`src/verilog/pdi_pkg.sv`:
```
// Constants shared by the page-mode memory controller and its helpers.
// Assumes a single 50 MHz core clock; all times are turned into cycle counts here.
package pdi_pkg;

  // ==========================================================================
  // Clock and conversion
  // ==========================================================================
  localparam int CLK_PERIOD_NS = 20;

  function automatic int cyc_min(input int ns);
    int c;
    c = (ns + CLK_PERIOD_NS - 1) / CLK_PERIOD_NS;
    return (c < 1) ? 1 : c;
  endfunction

  function automatic int cyc_max(input int ns);
    int c;
    c = ns / CLK_PERIOD_NS;
    return (c < 1) ? 1 : c;
  endfunction

  // ==========================================================================
  // Strobe timing, fastest grade, in ns; refresh and pause periods in us
  // ==========================================================================
  localparam int T_RAS_NS  = 40;   // Row strobe low time.
  localparam int T_RP_NS   = 25;   // Row precharge.
  localparam int T_RCD_NS  = 17;   // Row to column strobe delay.
  localparam int T_CAP_NS  = 34;   // Column precharge access, slowest grade limit.
  localparam int T_CP_NS   = 5;    // Column precharge.
  localparam int T_CSR_NS  = 10;   // Column setup before row, refresh.
  localparam int T_OED_NS  = 6;    // Output enable high to data driven.
  localparam int T_WP_NS   = 12;   // Write low before row rises.
  localparam int T_REF_US  = 8000; // Refresh period.
  localparam int T_PAUSE_US = 200; // Power-up pause.
  localparam int REF_ROWS  = 256;
  localparam int INIT_CYCLES = 8;

  // ==========================================================================
  // Cycle counts
  // ==========================================================================
  localparam int RAS_CYC = cyc_min(T_RAS_NS);
  localparam int RP_CYC  = cyc_min(T_RP_NS);
  localparam int RCD_CYC = cyc_min(T_RCD_NS);
  localparam int COL_CYC = cyc_min(T_CAP_NS);
  localparam int CP_CYC  = cyc_min(T_CP_NS);
  localparam int CSR_CYC = cyc_min(T_CSR_NS);
  localparam int OED_CYC = cyc_min(T_OED_NS);
  localparam int WP_CYC  = cyc_min(T_WP_NS);
  localparam int REF_INT_CYC = cyc_max(T_REF_US * 1000 / REF_ROWS);
  localparam int PAUSE_CYC_DEF = cyc_min(T_PAUSE_US * 1000);

  // ==========================================================================
  // Widths and address split
  // ==========================================================================
  localparam int ADDR_W  = 17;
  localparam int ROW_W   = 8;
  localparam int COL_W   = 9;
  localparam int PIN_W   = 9;
  localparam int DATA_W  = 16;
  localparam int TMR_W   = 16;
  localparam int OWED_W  = 4;

endpackage

```
`src/verilog/pdi_timer.sv`:
```
// Loadable down counter used for phase and interval timing.
// Assumes the caller loads it; done is high while the count is zero.
`timescale 1ns/100ps
module pdi_timer #(
  parameter int W = 16
) (
  // Clock and reset
  input  wire logic         core_clk_i,
  input  wire logic         rst_n_i,
  // Control
  input  wire logic         load_i,
  input  wire logic [W-1:0] load_val_i,
  output logic              done_o
);
  logic [W-1:0] cnt;

  always_ff @(posedge core_clk_i) begin
    if (!rst_n_i)
      cnt <= '0;
    else if (load_i)
      cnt <= load_val_i;
    else if (cnt != '0)
      cnt <= cnt - W'(1);
  end

  assign done_o = (cnt == '0);
endmodule // pdi_timer

```
`src/verilog/pdi_refresh_tracker.sv`:
```
// Power-up pause and refresh bookkeeping for the memory controller.
// Assumes refresh_done_i pulses once per refresh cycle issued by the caller.
`timescale 1ns/100ps
module pdi_refresh_tracker import pdi_pkg::*; #(
  parameter int PAUSE_CYC = PAUSE_CYC_DEF
) (
  // Clock and reset
  input  wire logic core_clk_i,
  input  wire logic rst_n_i,
  // Status
  input  wire logic refresh_done_i,
  output logic      pause_done_o,
  output logic      refresh_due_o
);
  logic              int_done;
  logic              int_tick;
  logic [OWED_W-1:0] owed;
  logic [OWED_W-1:0] next_owed;

  logic [TMR_W-1:0] pause_cnt;
  always_ff @(posedge core_clk_i) begin
    if (!rst_n_i)
      pause_cnt <= TMR_W'(PAUSE_CYC);
    else if (pause_cnt != '0)
      pause_cnt <= pause_cnt - TMR_W'(1);
  end
  assign pause_done_o = (pause_cnt == '0);

  // One tick per refresh slot; the interval timer reloads itself.
  pdi_timer #(.W(TMR_W)) u_interval (
    .core_clk_i (core_clk_i),
    .rst_n_i    (rst_n_i),
    .load_i     (int_done),
    .load_val_i (TMR_W'(REF_INT_CYC - 1)),
    .done_o     (int_done)
  );
  assign int_tick = int_done && pause_done_o;

  // A tick in the same cycle as a completed refresh leaves the count as is.
  assign next_owed = (int_tick && !refresh_done_i && owed != '1) ? owed + OWED_W'(1) :
                     (!int_tick && refresh_done_i && owed != '0) ? owed - OWED_W'(1) :
                     owed;

  always_ff @(posedge core_clk_i) begin
    if (!rst_n_i)
      owed <= '0;
    else
      owed <= next_owed;
  end

  assign refresh_due_o = (owed != '0);
endmodule // pdi_refresh_tracker

```
`src/verilog/pdi_ctrl.sv`:
```
// Host controller that drives a 128K x 16 page-mode dynamic memory by its strobes.
// Assumes one 50 MHz clock, a synchronous active-low reset and a data bus
// resolved outside from dq_o and dq_oe_o.
//
// Function
// RULE1: Split 17-bit address into 8-bit row then 9-bit column on pins.
// RULE2: Device latches row on row strobe fall, column on column strobe fall.
// RULE3: Every cycle starts with row strobe low held at least minimum pulse.
// RULE4: Wait row precharge, or column precharge in page mode, before new cycle.
// RULE5: Reads keep write enable high and output enable low.
// RULE6: Read data sampled only after the longest column access delay.
// RULE7: Write enable stays high past column strobe rise in reads.
// RULE8: Lower lane strobe alone with write low writes only lower byte.
// RULE9: Upper lane strobe alone with write low writes only upper byte.
// RULE10: Only the enabled lane strobes fall; the other lane stays idle.
// RULE11: Early write drops write enable before column strobe falls.
// RULE12: Write data valid from column fall and held after it.
// RULE13: Write enable low well before row strobe rises in writes.
// RULE14: Output enable high at least one gap before driving write data.
// RULE15: Read-modify-write keeps long row low time and total cycle.
// RULE16: In read-modify-write, write enable falls only after read data out.
// RULE17: Page mode keeps row low across column cycles of minimum period.
// RULE18: Last column address stands long before row strobe rises.
// RULE19: Column-first refresh: column low before and after row strobe fall.
// RULE20: Issue 256 refreshes every 8 ms.
// RULE21: After power-up wait 200 us then run 8 row cycles.
// RULE22: Row-only refresh refreshes the presented row with data pins idle.
// RULE23: Column-first refresh uses the device's own row counter.
`timescale 1ns/100ps
module pdi_ctrl import pdi_pkg::*; #(
  parameter int PAUSE_CYC = PAUSE_CYC_DEF
) (
  // Clock and reset
  input  wire logic              core_clk_i,
  input  wire logic              rst_n_i,
  // Request port
  input  wire logic              req_valid_i,
  output logic                   req_ready_o,
  input  wire logic              req_write_i,
  input  wire logic              req_rmw_i,
  input  wire logic [ADDR_W-1:0] req_addr_i,
  input  wire logic [1:0]        req_be_i,
  input  wire logic [DATA_W-1:0] req_wdata_i,
  // Response port
  output logic                   rsp_valid_o,
  output logic [DATA_W-1:0]      rsp_rdata_o,
  output logic                   init_done_o,
  // Memory pins
  output logic                   row_strobe_n_o,
  output logic                   lower_lane_col_strobe_n_o,
  output logic                   upper_lane_col_strobe_n_o,
  output logic                   write_en_n_o,
  output logic                   out_en_n_o,
  output logic [PIN_W-1:0]       mem_addr_o,
  input  wire logic [DATA_W-1:0] dq_i,
  output logic [DATA_W-1:0]      dq_o,
  output logic                   dq_oe_o
);

  // ==========================================================================
  // State and request holding
  // ==========================================================================
  typedef enum logic [3:0] {
    ST_INIT_PAUSE, ST_INIT_ROW, ST_INIT_PRE, ST_IDLE, ST_CBR_SETUP, ST_CBR_ROW,
    ST_ROW_ACT, ST_COL_SETUP, ST_COL_LOW, ST_RMW_OE, ST_RMW_WE, ST_COL_PRE,
    ST_PRECHARGE
  } pdi_state_e;

  pdi_state_e        state;
  pdi_state_e        next_state;
  logic              tmr_done;
  logic [TMR_W-1:0]  tmr_val;
  logic              pause_done;
  logic              refresh_due;
  logic              refresh_done;
  logic [2:0]        init_cnt;
  logic [ADDR_W-1:0] cur_addr;
  logic [1:0]        cur_be;
  logic [DATA_W-1:0] cur_wdata;
  logic              cur_write;
  logic              cur_rmw;

  // Effective request: the one being taken this cycle, else the held one.
  logic              accept;
  logic              page_hit;
  logic [ADDR_W-1:0] eff_addr;
  logic [1:0]        eff_be;
  logic              eff_write;
  logic              eff_rmw;
  logic [DATA_W-1:0] eff_wdata;

  // Rows stay open only while the next request already waits on them, so the
  // row strobe never lingers near its upper limit.
  assign page_hit = (req_addr_i[ADDR_W-1 -: ROW_W] == cur_addr[ADDR_W-1 -: ROW_W]); // RULE17
  assign req_ready_o = tmr_done && !refresh_due &&
                       ((state == ST_IDLE) || (state == ST_COL_PRE && page_hit));
  assign accept    = req_valid_i && req_ready_o;
  assign eff_addr  = accept ? req_addr_i : cur_addr;
  assign eff_be    = accept ? req_be_i : cur_be;
  assign eff_rmw   = accept ? req_rmw_i : cur_rmw;
  assign eff_write = accept ? (req_write_i && !req_rmw_i) : cur_write;
  assign eff_wdata = accept ? req_wdata_i : cur_wdata;

  // ==========================================================================
  // Helpers
  // ==========================================================================
  pdi_timer #(.W(TMR_W)) u_phase (
    .core_clk_i (core_clk_i),
    .rst_n_i    (rst_n_i),
    .load_i     (tmr_done),
    .load_val_i (tmr_val),
    .done_o     (tmr_done)
  );

  pdi_refresh_tracker #(.PAUSE_CYC(PAUSE_CYC)) u_refresh (
    .core_clk_i     (core_clk_i),
    .rst_n_i        (rst_n_i),
    .refresh_done_i (refresh_done),
    .pause_done_o   (pause_done),
    .refresh_due_o  (refresh_due)
  );

  // ==========================================================================
  // Sequencing
  // ==========================================================================
  function automatic logic [TMR_W-1:0] phase_len(input pdi_state_e s);
    int n;
    n = 1;
    unique case (s)
      ST_INIT_ROW, ST_CBR_ROW:  n = RAS_CYC;  // RULE3
      ST_INIT_PRE, ST_PRECHARGE: n = RP_CYC;  // RULE4
      ST_ROW_ACT:               n = RCD_CYC;
      ST_COL_LOW:               n = COL_CYC;  // RULE6
      ST_COL_PRE:               n = CP_CYC;   // RULE4
      ST_CBR_SETUP:             n = CSR_CYC;  // RULE19
      ST_RMW_OE:                n = OED_CYC;  // RULE14
      ST_RMW_WE:                n = WP_CYC;   // RULE13
      ST_INIT_PAUSE, ST_IDLE, ST_COL_SETUP: n = 1;
    endcase
    return TMR_W'(n - 1);
  endfunction

  always_comb begin
    next_state = state;
    if (tmr_done) begin
      unique case (state)
        ST_INIT_PAUSE: if (pause_done) next_state = ST_INIT_ROW;               // RULE21
        ST_INIT_ROW:   next_state = ST_INIT_PRE;                               // RULE22
        ST_INIT_PRE:   next_state = (init_cnt == 3'(INIT_CYCLES - 1)) ? ST_IDLE
                                                                      : ST_INIT_ROW; // RULE21
        ST_IDLE:       if (refresh_due) next_state = ST_CBR_SETUP;             // RULE20
                       else if (accept) next_state = ST_ROW_ACT;
        ST_CBR_SETUP:  next_state = ST_CBR_ROW;
        ST_CBR_ROW:    next_state = ST_PRECHARGE;
        ST_ROW_ACT:    next_state = ST_COL_SETUP;
        ST_COL_SETUP:  next_state = ST_COL_LOW;
        ST_COL_LOW:    next_state = cur_rmw ? ST_RMW_OE : ST_COL_PRE;  // RULE15 RULE16
        ST_RMW_OE:     next_state = ST_RMW_WE;
        ST_RMW_WE:     next_state = ST_COL_PRE;
        ST_COL_PRE:    next_state = accept ? ST_COL_SETUP : ST_PRECHARGE;     // RULE17
        ST_PRECHARGE:  next_state = ST_IDLE;
      endcase
    end
  end

  assign tmr_val      = phase_len(next_state);
  assign refresh_done = tmr_done && (state == ST_CBR_ROW);

  always_ff @(posedge core_clk_i) begin
    if (!rst_n_i) begin
      state    <= ST_INIT_PAUSE;
      init_cnt <= '0;
    end else begin
      state <= next_state;
      if (tmr_done && state == ST_INIT_PRE)
        init_cnt <= init_cnt + 3'(1);
    end
  end

  always_ff @(posedge core_clk_i) begin
    if (!rst_n_i) begin
      cur_addr  <= '0;
      cur_be    <= '0;
      cur_wdata <= '0;
      cur_write <= 1'b0;
      cur_rmw   <= 1'b0;
    end else if (accept) begin
      cur_addr  <= eff_addr;
      cur_be    <= eff_be;
      cur_wdata <= eff_wdata;
      cur_write <= eff_write;
      cur_rmw   <= eff_rmw;
    end
  end

  // ==========================================================================
  // Pin decode from the coming state
  // ==========================================================================
  logic             ns_row_low;
  logic             ns_cbr;
  logic             ns_col_data;
  logic             ns_col_low;
  logic             ns_we_low;
  logic             ns_oe_low;
  logic [PIN_W-1:0] ns_addr;

  assign ns_row_low  = !(next_state inside {ST_INIT_PAUSE, ST_INIT_PRE, ST_IDLE,
                                            ST_CBR_SETUP, ST_PRECHARGE});   // RULE3
  assign ns_cbr      = next_state inside {ST_CBR_SETUP, ST_CBR_ROW};        // RULE19
  assign ns_col_data = next_state inside {ST_COL_SETUP, ST_COL_LOW};
  assign ns_col_low  = next_state inside {ST_COL_LOW, ST_RMW_OE, ST_RMW_WE};
  assign ns_we_low   = (eff_write && ns_col_data) || (next_state == ST_RMW_WE); // RULE11
  assign ns_oe_low   = !eff_write && ns_col_data;                            // RULE5
  // The row goes out in the low pins with the top pin low; the device's own
  // counter supplies rows in column-first refresh, so the pins idle at zero.
  assign ns_addr = (next_state == ST_ROW_ACT) ?
                     {1'b0, eff_addr[ADDR_W-1 -: ROW_W]} :                   // RULE1
                   (next_state == ST_INIT_ROW) ? {6'h00, init_cnt} :
                   ns_cbr ? '0 : eff_addr[COL_W-1:0];                        // RULE18

  always_ff @(posedge core_clk_i) begin
    if (!rst_n_i) begin
      row_strobe_n_o            <= 1'b1;
      lower_lane_col_strobe_n_o <= 1'b1;
      upper_lane_col_strobe_n_o <= 1'b1;
      write_en_n_o              <= 1'b1;
      out_en_n_o                <= 1'b1;
      mem_addr_o                <= '0;
      dq_o                      <= '0;
      dq_oe_o                   <= 1'b0;
    end else begin
      row_strobe_n_o            <= !ns_row_low;
      lower_lane_col_strobe_n_o <= !(ns_cbr || (ns_col_low && eff_be[0])); // RULE10
      upper_lane_col_strobe_n_o <= !(ns_cbr || (ns_col_low && eff_be[1])); // RULE10
      write_en_n_o              <= !ns_we_low;
      out_en_n_o                <= !ns_oe_low;
      mem_addr_o                <= ns_addr;
      dq_o                      <= eff_wdata;                              // RULE12
      dq_oe_o                   <= ns_we_low;                              // RULE14
    end
  end

  // ==========================================================================
  // Read capture
  // ==========================================================================
  always_ff @(posedge core_clk_i) begin
    if (!rst_n_i) begin
      rsp_valid_o <= 1'b0;
      rsp_rdata_o <= '0;
      init_done_o <= 1'b0;
    end else begin
      rsp_valid_o <= tmr_done && state == ST_COL_LOW && !cur_write;        // RULE6
      if (tmr_done && state == ST_COL_LOW && !cur_write)
        rsp_rdata_o <= dq_i;
      init_done_o <= init_done_o || (tmr_done && next_state == ST_IDLE);
    end
  end

  // ==========================================================================
  // Checks
  // ==========================================================================
  localparam int CHK_RAS = RAS_CYC;
  localparam int CHK_RP  = RP_CYC;
  logic [7:0] row_low_cnt;
  logic [7:0] row_high_cnt;
  logic [7:0] col_low_cnt;
  logic       col_any_n;

  assign col_any_n = lower_lane_col_strobe_n_o && upper_lane_col_strobe_n_o;

  always_ff @(posedge core_clk_i) begin
    if (!rst_n_i) begin
      row_low_cnt  <= '0;
      row_high_cnt <= 8'hff;
      col_low_cnt  <= '0;
    end else begin
      row_low_cnt  <= row_strobe_n_o ? 8'h00 : row_low_cnt + 8'(row_low_cnt != 8'hff);
      row_high_cnt <= !row_strobe_n_o ? 8'h00 : row_high_cnt + 8'(row_high_cnt != 8'hff);
      col_low_cnt  <= col_any_n ? 8'h00 : col_low_cnt + 8'(col_low_cnt != 8'hff);
    end
  end
endmodule // pdi_ctrl

```
`config.mk`:
```
export PLATFORM = sky130hd
export DESIGN_NAME = pdi_ctrl
export DESIGN_NICKNAME = d
export VERILOG_FILES = /design/src/verilog/pdi_pkg.sv /design/src/verilog/pdi_timer.sv /design/src/verilog/pdi_refresh_tracker.sv /design/src/verilog/pdi_ctrl.sv
export SDC_FILE = /design/constraint.sdc
export NUM_CORES = 1
export LEC_CHECK = 0
export ABC_AREA = 0
export BUFFER_PORTS_ARGS = -buffer_cell sky130_fd_sc_hd__buf_2
export CAP_MARGIN = 25
export CORE_MARGIN = 1
export CORE_UTILIZATION = 45
export CTS_BUF_LIST = sky130_fd_sc_hd__clkbuf_8
export CTS_CLUSTER_DIAMETER = 80
export DETAILED_ROUTE_END_ITERATION = 8
export PLACE_DENSITY_LB_ADDON = 0.08
export SYNTH_ARGS = -nofsm -noshare
export SYNTH_HDL_FRONTEND = slang
export SYNTH_SLANG_ARGS = --single-unit
```
`constraint.sdc`:
```
create_clock -name core_clk_i -period 4 [get_ports core_clk_i]
set_clock_uncertainty 0.1 [all_clocks]
set_input_delay 0.6 -clock core_clk_i [delete_from_list [all_inputs] [get_ports core_clk_i]]
set_output_delay 0.6 -clock core_clk_i [all_outputs]
set_load 0.02 [all_outputs]
```
# Word-level counts from Yosys, hierarchy flattened
# Cells that the tools add are included.
# totals
ff_bits	145
input_bits	56
# op_classes
add_sub_neg	7
n_eq_ne	27
mux	22
bitwise_logic	1
n_reduce_logical	54
# op_table
op	count
4-bit one-hot mux with 13 select lines	1
16-bit logical NOT	3
16-bit two-way mux	3
16-bit nonzero test	3
16-bit by 1-bit subtractor with 16-bit output (second input constant)	3
4-bit equality test (second input constant)	10
4-bit by 3-bit equality test with 1-bit output (second input constant)	8
16-bit one-hot mux with 2 select lines	1
4-bit two-way mux	7
8-bit two-way mux	3
11-bit two-way mux	2
1-bit logical AND	19
17-bit two-way mux	1
4-bit by 2-bit equality test with 1-bit output (second input constant)	4
16-bit by 2-bit subtractor with 16-bit output (second input constant)	1
1-bit logical NOT	10
2-bit nonzero test	5
4-bit by 1-bit equality test with 1-bit output (second input constant)	2
8-bit equality test	1
4-bit logical NOT	2
8-bit OR reduction	1
2-bit two-way mux	3
1-bit logical OR	5
5-bit nonzero test	1
12 further kinds	12

# Logic depth before layout (Yosys ltp)
# logic_depth
depth_word	14
ltp_mapped	13

# Hierarchy
# A second synthesis with hierarchy kept.
# unflattened
hier_cells	757
hier_area_um2	6718.9
# modules_own_cells
mod	instances	cells_per_inst	area_per_inst_um2
pdi_ctrl	1	399	3681.0
pdi_refresh_tracker	1	130	1184.9
pdi_timer (u_phase)	1	116	939.7
pdi_timer (u_refresh.u_interval)	1	112	913.4

# Least setup slack after synthesis
# No wires, ideal clock.
# synth_timing
kind	register to register
from	register u_refresh.pause_cnt[0]
to	register u_refresh.owed[3]
arrival_time_ns	2.778
slack_ns	0.994
stages_incl_launch_ff	14
cell_sequence	dfxtp_1 -> inv_1 -> ha_1 -> nor3b_1 -> nand2_1 -> nor2_1 -> nand4_1 -> or3_1 -> ha_1 -> a21o_1 -> a21oi_1 -> mux2i_1 -> xnor2_1 -> nor2_1
# synth_via
elab_chain_cells	6
word_cells_on_any_way	9
# synth_rtl
item	line_no	text
start, declared	pdi_refresh_tracker.sv:20	logic [TMR_W-1:0] pause_cnt;
start signal, assigned	pdi_refresh_tracker.sv:23	pause_cnt <= TMR_W'(PAUSE_CYC);
start signal, assigned	pdi_refresh_tracker.sv:25	pause_cnt <= pause_cnt - TMR_W'(1);
16-bit logical NOT *	pdi_refresh_tracker.sv:27	assign pause_done_o = (pause_cnt == '0);
1-bit logical AND *	pdi_refresh_tracker.sv:37	assign int_tick = int_done && pause_done_o;
1-bit logical NOT	pdi_refresh_tracker.sv:41	(!int_tick && refresh_done_i && owed != '0) ? owed - OWED_W'(1) :
1-bit logical AND (2 in series)	pdi_refresh_tracker.sv:41	
2-bit nonzero test (no line)	n/a	
end signal, assigned	pdi_refresh_tracker.sv:48	owed <= next_owed;
end, declared	pdi_refresh_tracker.sv:17	logic [OWED_W-1:0] owed;
# Mark *: on every way between the ends. The rest lies on a longest branch, timed or not.
# A chain may end at the register's enable or synchronous reset.

# Worst setup path after layout
# layout_timing
from	register u_refresh.owed[0]
to	register mem_addr_o[0]
# layout_via
elab_chain_cells	14
word_cells_on_any_way	19
# layout_rtl
item	line_no	text
4-bit nonzero test *	pdi_refresh_tracker.sv:51	assign refresh_due_o = (owed != '0);
1-bit logical NOT	pdi_ctrl.sv:95	assign req_ready_o = tmr_done && !refresh_due &&
1-bit logical AND (2 in series)	pdi_ctrl.sv:95	
1-bit logical AND	pdi_ctrl.sv:97	assign accept = req_valid_i && req_ready_o;
4-bit two-way mux	pdi_ctrl.sv:152	else if (accept) next_state = ST_ROW_ACT;
4-bit two-way mux	pdi_ctrl.sv:151	ST_IDLE: if (refresh_due) next_state = ST_CBR_SETUP;
4-bit one-hot mux with 13 select lines	pdi_ctrl.sv:146	unique case (state)
4-bit two-way mux	pdi_ctrl.sv:145	if (tmr_done) begin
4-bit by 3-bit equality test with 1-bit output	pdi_ctrl.sv:209	assign ns_cbr = next_state inside {ST_CBR_SETUP, ST_CBR_ROW};
2-bit nonzero test	pdi_ctrl.sv:209	
8-bit two-way mux	pdi_ctrl.sv:219	ns_cbr ? '0 : eff_addr[COL_W-1:0];
8-bit two-way mux	pdi_ctrl.sv:218	(next_state == ST_INIT_ROW) ? {6'h00, init_cnt} :
8-bit two-way mux *	pdi_ctrl.sv:216	assign ns_addr = (next_state == ST_ROW_ACT) ?
end signal, assigned	pdi_ctrl.sv:237	mem_addr_o <= ns_addr;
end, declared	pdi_ctrl.sv:54	output logic [PIN_W-1:0] mem_addr_o,
# Marked as above.

==> flow_summary.json <==
{
  "outcome": "finished clean",
  "synth_fp_nets": 748,
  "clk_pin_slew_ps": 80,
  "io_pins": 106,
  "drtIter0Drc": 284,
  "tightest_slew_ps": 709.6,
  "yosysSeqAreaShare": 0.4900,
  "post-cts-setup-buffers": 0,
  "setup_tns_ps": 0,
  "drc": 0,
  "grt_usage": 0.2001,
  "synth_top_area_share": 0.4900,
  "finalSetupViolations": 0,
  "slew_violations": 0,
  "hold_path.class": "primary input to flip-flop",
  "maxCapViolCount": 0,
  "die_area_um2": 13630,
  "final_area_um2": 6960,
  "crit_path_end_kind": "flip-flop",
  "vias": 4995,
  "clock_path_buffers": 2,
  "viasPerCell": 5.144,
  "synth_largest_area_cell": "dfxtp_1",
  "fin_crit_sh": 0.8128,
  "wl_per_cell_um": 13.66,
  "ys_top_cells_by_count": "dfxtp_1, nand2_1, a21oi_1",
  "yosys_warnings": 0,
  "p_switching_mw": 1.095,
  "post_cts_resized": 0,
  "detail-route-antenna-nets": 0,
  "required_ps": 4280,
  "postCtsHoldBufs": 0,
  "worstPathArrival_ps": 3530,
  "cp_num_buf_inv": 0,
  "swShare": 0.3117,
  "grt_pass1_vias": 4444,
  "regArea_um2": 2903,
  "total_power_mw": 3.513,
  "clockRootBuffer": "clkbuf_8",
  "cts_tree": "built",
  "setup.worst_path.start_class": "flip-flop",
  "clock.fmax_mhz": 307.6,
  "period_needed_ps": 3251,
  "async_flop_share": 0,
  "post_synth_num_cell_types": 63,
  "place_ws_ps": 794.7,
  "dieHeight_um": 116.7,
  "rows": 41,
  "grt_max_degree": 44,
  "setup_ws_ps": 748.8,
  "synth_area_um2": 5924,
  "whs_ps": 288.5,
  "finalHoldViolCount": 0,
  "critPathKind": "flip-flop to flip-flop",
  "rsz0062_at_grt": "false",
  "synth_ff_type": "dfxtp_1",
  "avgSynthCellArea_um2": 8.674,
  "firstDrtPassIters": 5,
  "drive_above_1_share": 0.2015,
  "multi_input_area_um2": 2845,
  "antenna_found_initial": 0,
  "syn_inst": 683,
  "path_cells": "nor4_2, nand2_1, nor4_1, nor3_1, o21ai_1, nor2_1, a221o_1, a31oi_1",
  "cp_max_fo": 7,
  "p_leak_nw": 2.755,
  "portBuffers": 105,
  "instances_no_fill": 971,
  "htree_levels": 4,
  "nNetsFinal": 851,
  "yosys-top-cells-area": "dfxtp_1, nand2_1, a21oi_1, nor2_1, xnor2_1",
  "dp_hpwl_um": 9440,
  "cts-buffers-inserted": 17,
  "finish.utilization": 0.5471,
  "cts_sinks": 145,
  "path_delay_family": "simple AND/OR/NAND/NOR gates",
  "place_congestion": 0.8125,
  "core_um2": 12720,
  "gr-total-overflow": 0,
  "grt_pass1_wl_um": 21070,
  "syn2layout_area_growth_pct": 17.49,
  "n_fill_cell": 1216,
  "ys_seq_elements": 145,
  "clock_power_share": 0.306,
  "yosysMostFrequentCell": "dfxtp_1",
  "initial_core_util": 0.4657,
  "slowest_delay_ps": 620,
  "crit_path_top_delay_cell": "nor4_2",
  "placed_cell_area_um2": 6586,
  "num_antenna_cells": 0,
  "p_per_area_nw_per_um2": 504.7,
  "p_int_mw": 2.418,
  "die_w_um": 116.7,
  "power_frac_seq": 0.485,
  "ir_drop_mv": 0.3441,
  "combPwrFrac": 0.210,
  "dp_cells": 939,
  "relSlewSlack": 0.5263,
  "clkLatencyLatePin_ps": 450,
  "drt_wl_total_um": 13270,
  "synth_edf_count": 0
}
worst min-delay path: stages:
cell and delay (ps):
buf_2 100, nand2_1 40, a21oi_1 50
power groups by stage:
stage | registers [mW] | logic [mW] | clock network (mW)
3_5_place_dp | 1.73 | 0.738 | 0
3_3_place_gp | 1.72 | 0.731 | 0
6_report | 1.70 | 0.737 | 1.07
2_1_floorplan | 1.71 | 0.596 | 0
5_1_grt | 1.72 | 0.844 | 1.17
4_1_cts | 1.70 | 0.744 | 1.11
sequential cells by signal, indices dropped and copies added (netlist names), 2 cells and up:
register and flops:
u_phase.cnt 16, dq_o 16, init_cnt 3, cur_wdata 16, rsp_rdata_o 16, u_refresh.pause_cnt 16, cur_addr 17, state 4
u_refresh.u_interval.cnt 16, u_refresh.owed 4, mem_addr_o 9, cur_be 2
cell usage in the layout, fill, tap and decap left out, types with 8 or more instances in the layout:
cell	count
nand4_1	10
nor3_1	18
xor2_1	15
ha_1	8
inv_1	8
nor2_1	66
buf_2	105
or3_1	11
clkbuf_8	19
buf_4	9
nor4_1	13
o21ai_0	16
xnor2_1	25
mux2i_1	12
nand2_1	129
a21oi_1	91
dfxtp_1	145
final cells by class:
class | count | share of cell area
Sequential cell | 145 | 0.4170
Multi-Input combinational cell | 500 | 0.4088
Timing Repair Buffer | 114 | 0.08521
Clock buffer | 19 | 0.03757
Tap cell | 172 | 0.03092
Clock inverter | 13 | 0.01618
Inverter | 8 | 0.004314
final timing paths:
| kind | start | to | slack [ps] | cells past startpoint |
|---|---|---|---|---|
| setup / recovery | u_refresh.owed[0] | mem_addr_o[0] | 750 | 8 |
| hold / removal | dq_i[9] | rsp_rdata_o[9] | 290 | 3 |
| setup reg to reg | u_refresh.owed[0] | mem_addr_o[0] | 750 | 8 |
| hold reg to reg | u_refresh.u_interval.cnt[0] | u_refresh.u_interval.cnt[0] | 350 | 1 |
cells by family (layout without fill, tap and decap cells):
kind of cell    Yosys count  after routing  share of synthesized area
buf+inv                  38            154                    0.02978
compound gates          143            143                     0.1409
fa+ha+maj                 9              9                    0.02028
mux                      12             12                    0.02028
simple gates            296            296                     0.2397
xor+xnor                 40             40                    0.05913
flops                   145            145                     0.4900
per-layer routing:
| metal | global-route usage | vias to the layer above | routed length [µm] |
|---|---|---|---|
| li1 | - | 2570 | - |
| met1 | 0.2584 | 2303 | 6205 |
| met2 | 0.3235 | 110 | 6221 |
| met3 | 0.05345 | 12 | 713 |
| met4 | 0.06835 | 0 | 128 |
| met5 | 0 | - | 0 |
(Power assumes the default switching activity.)
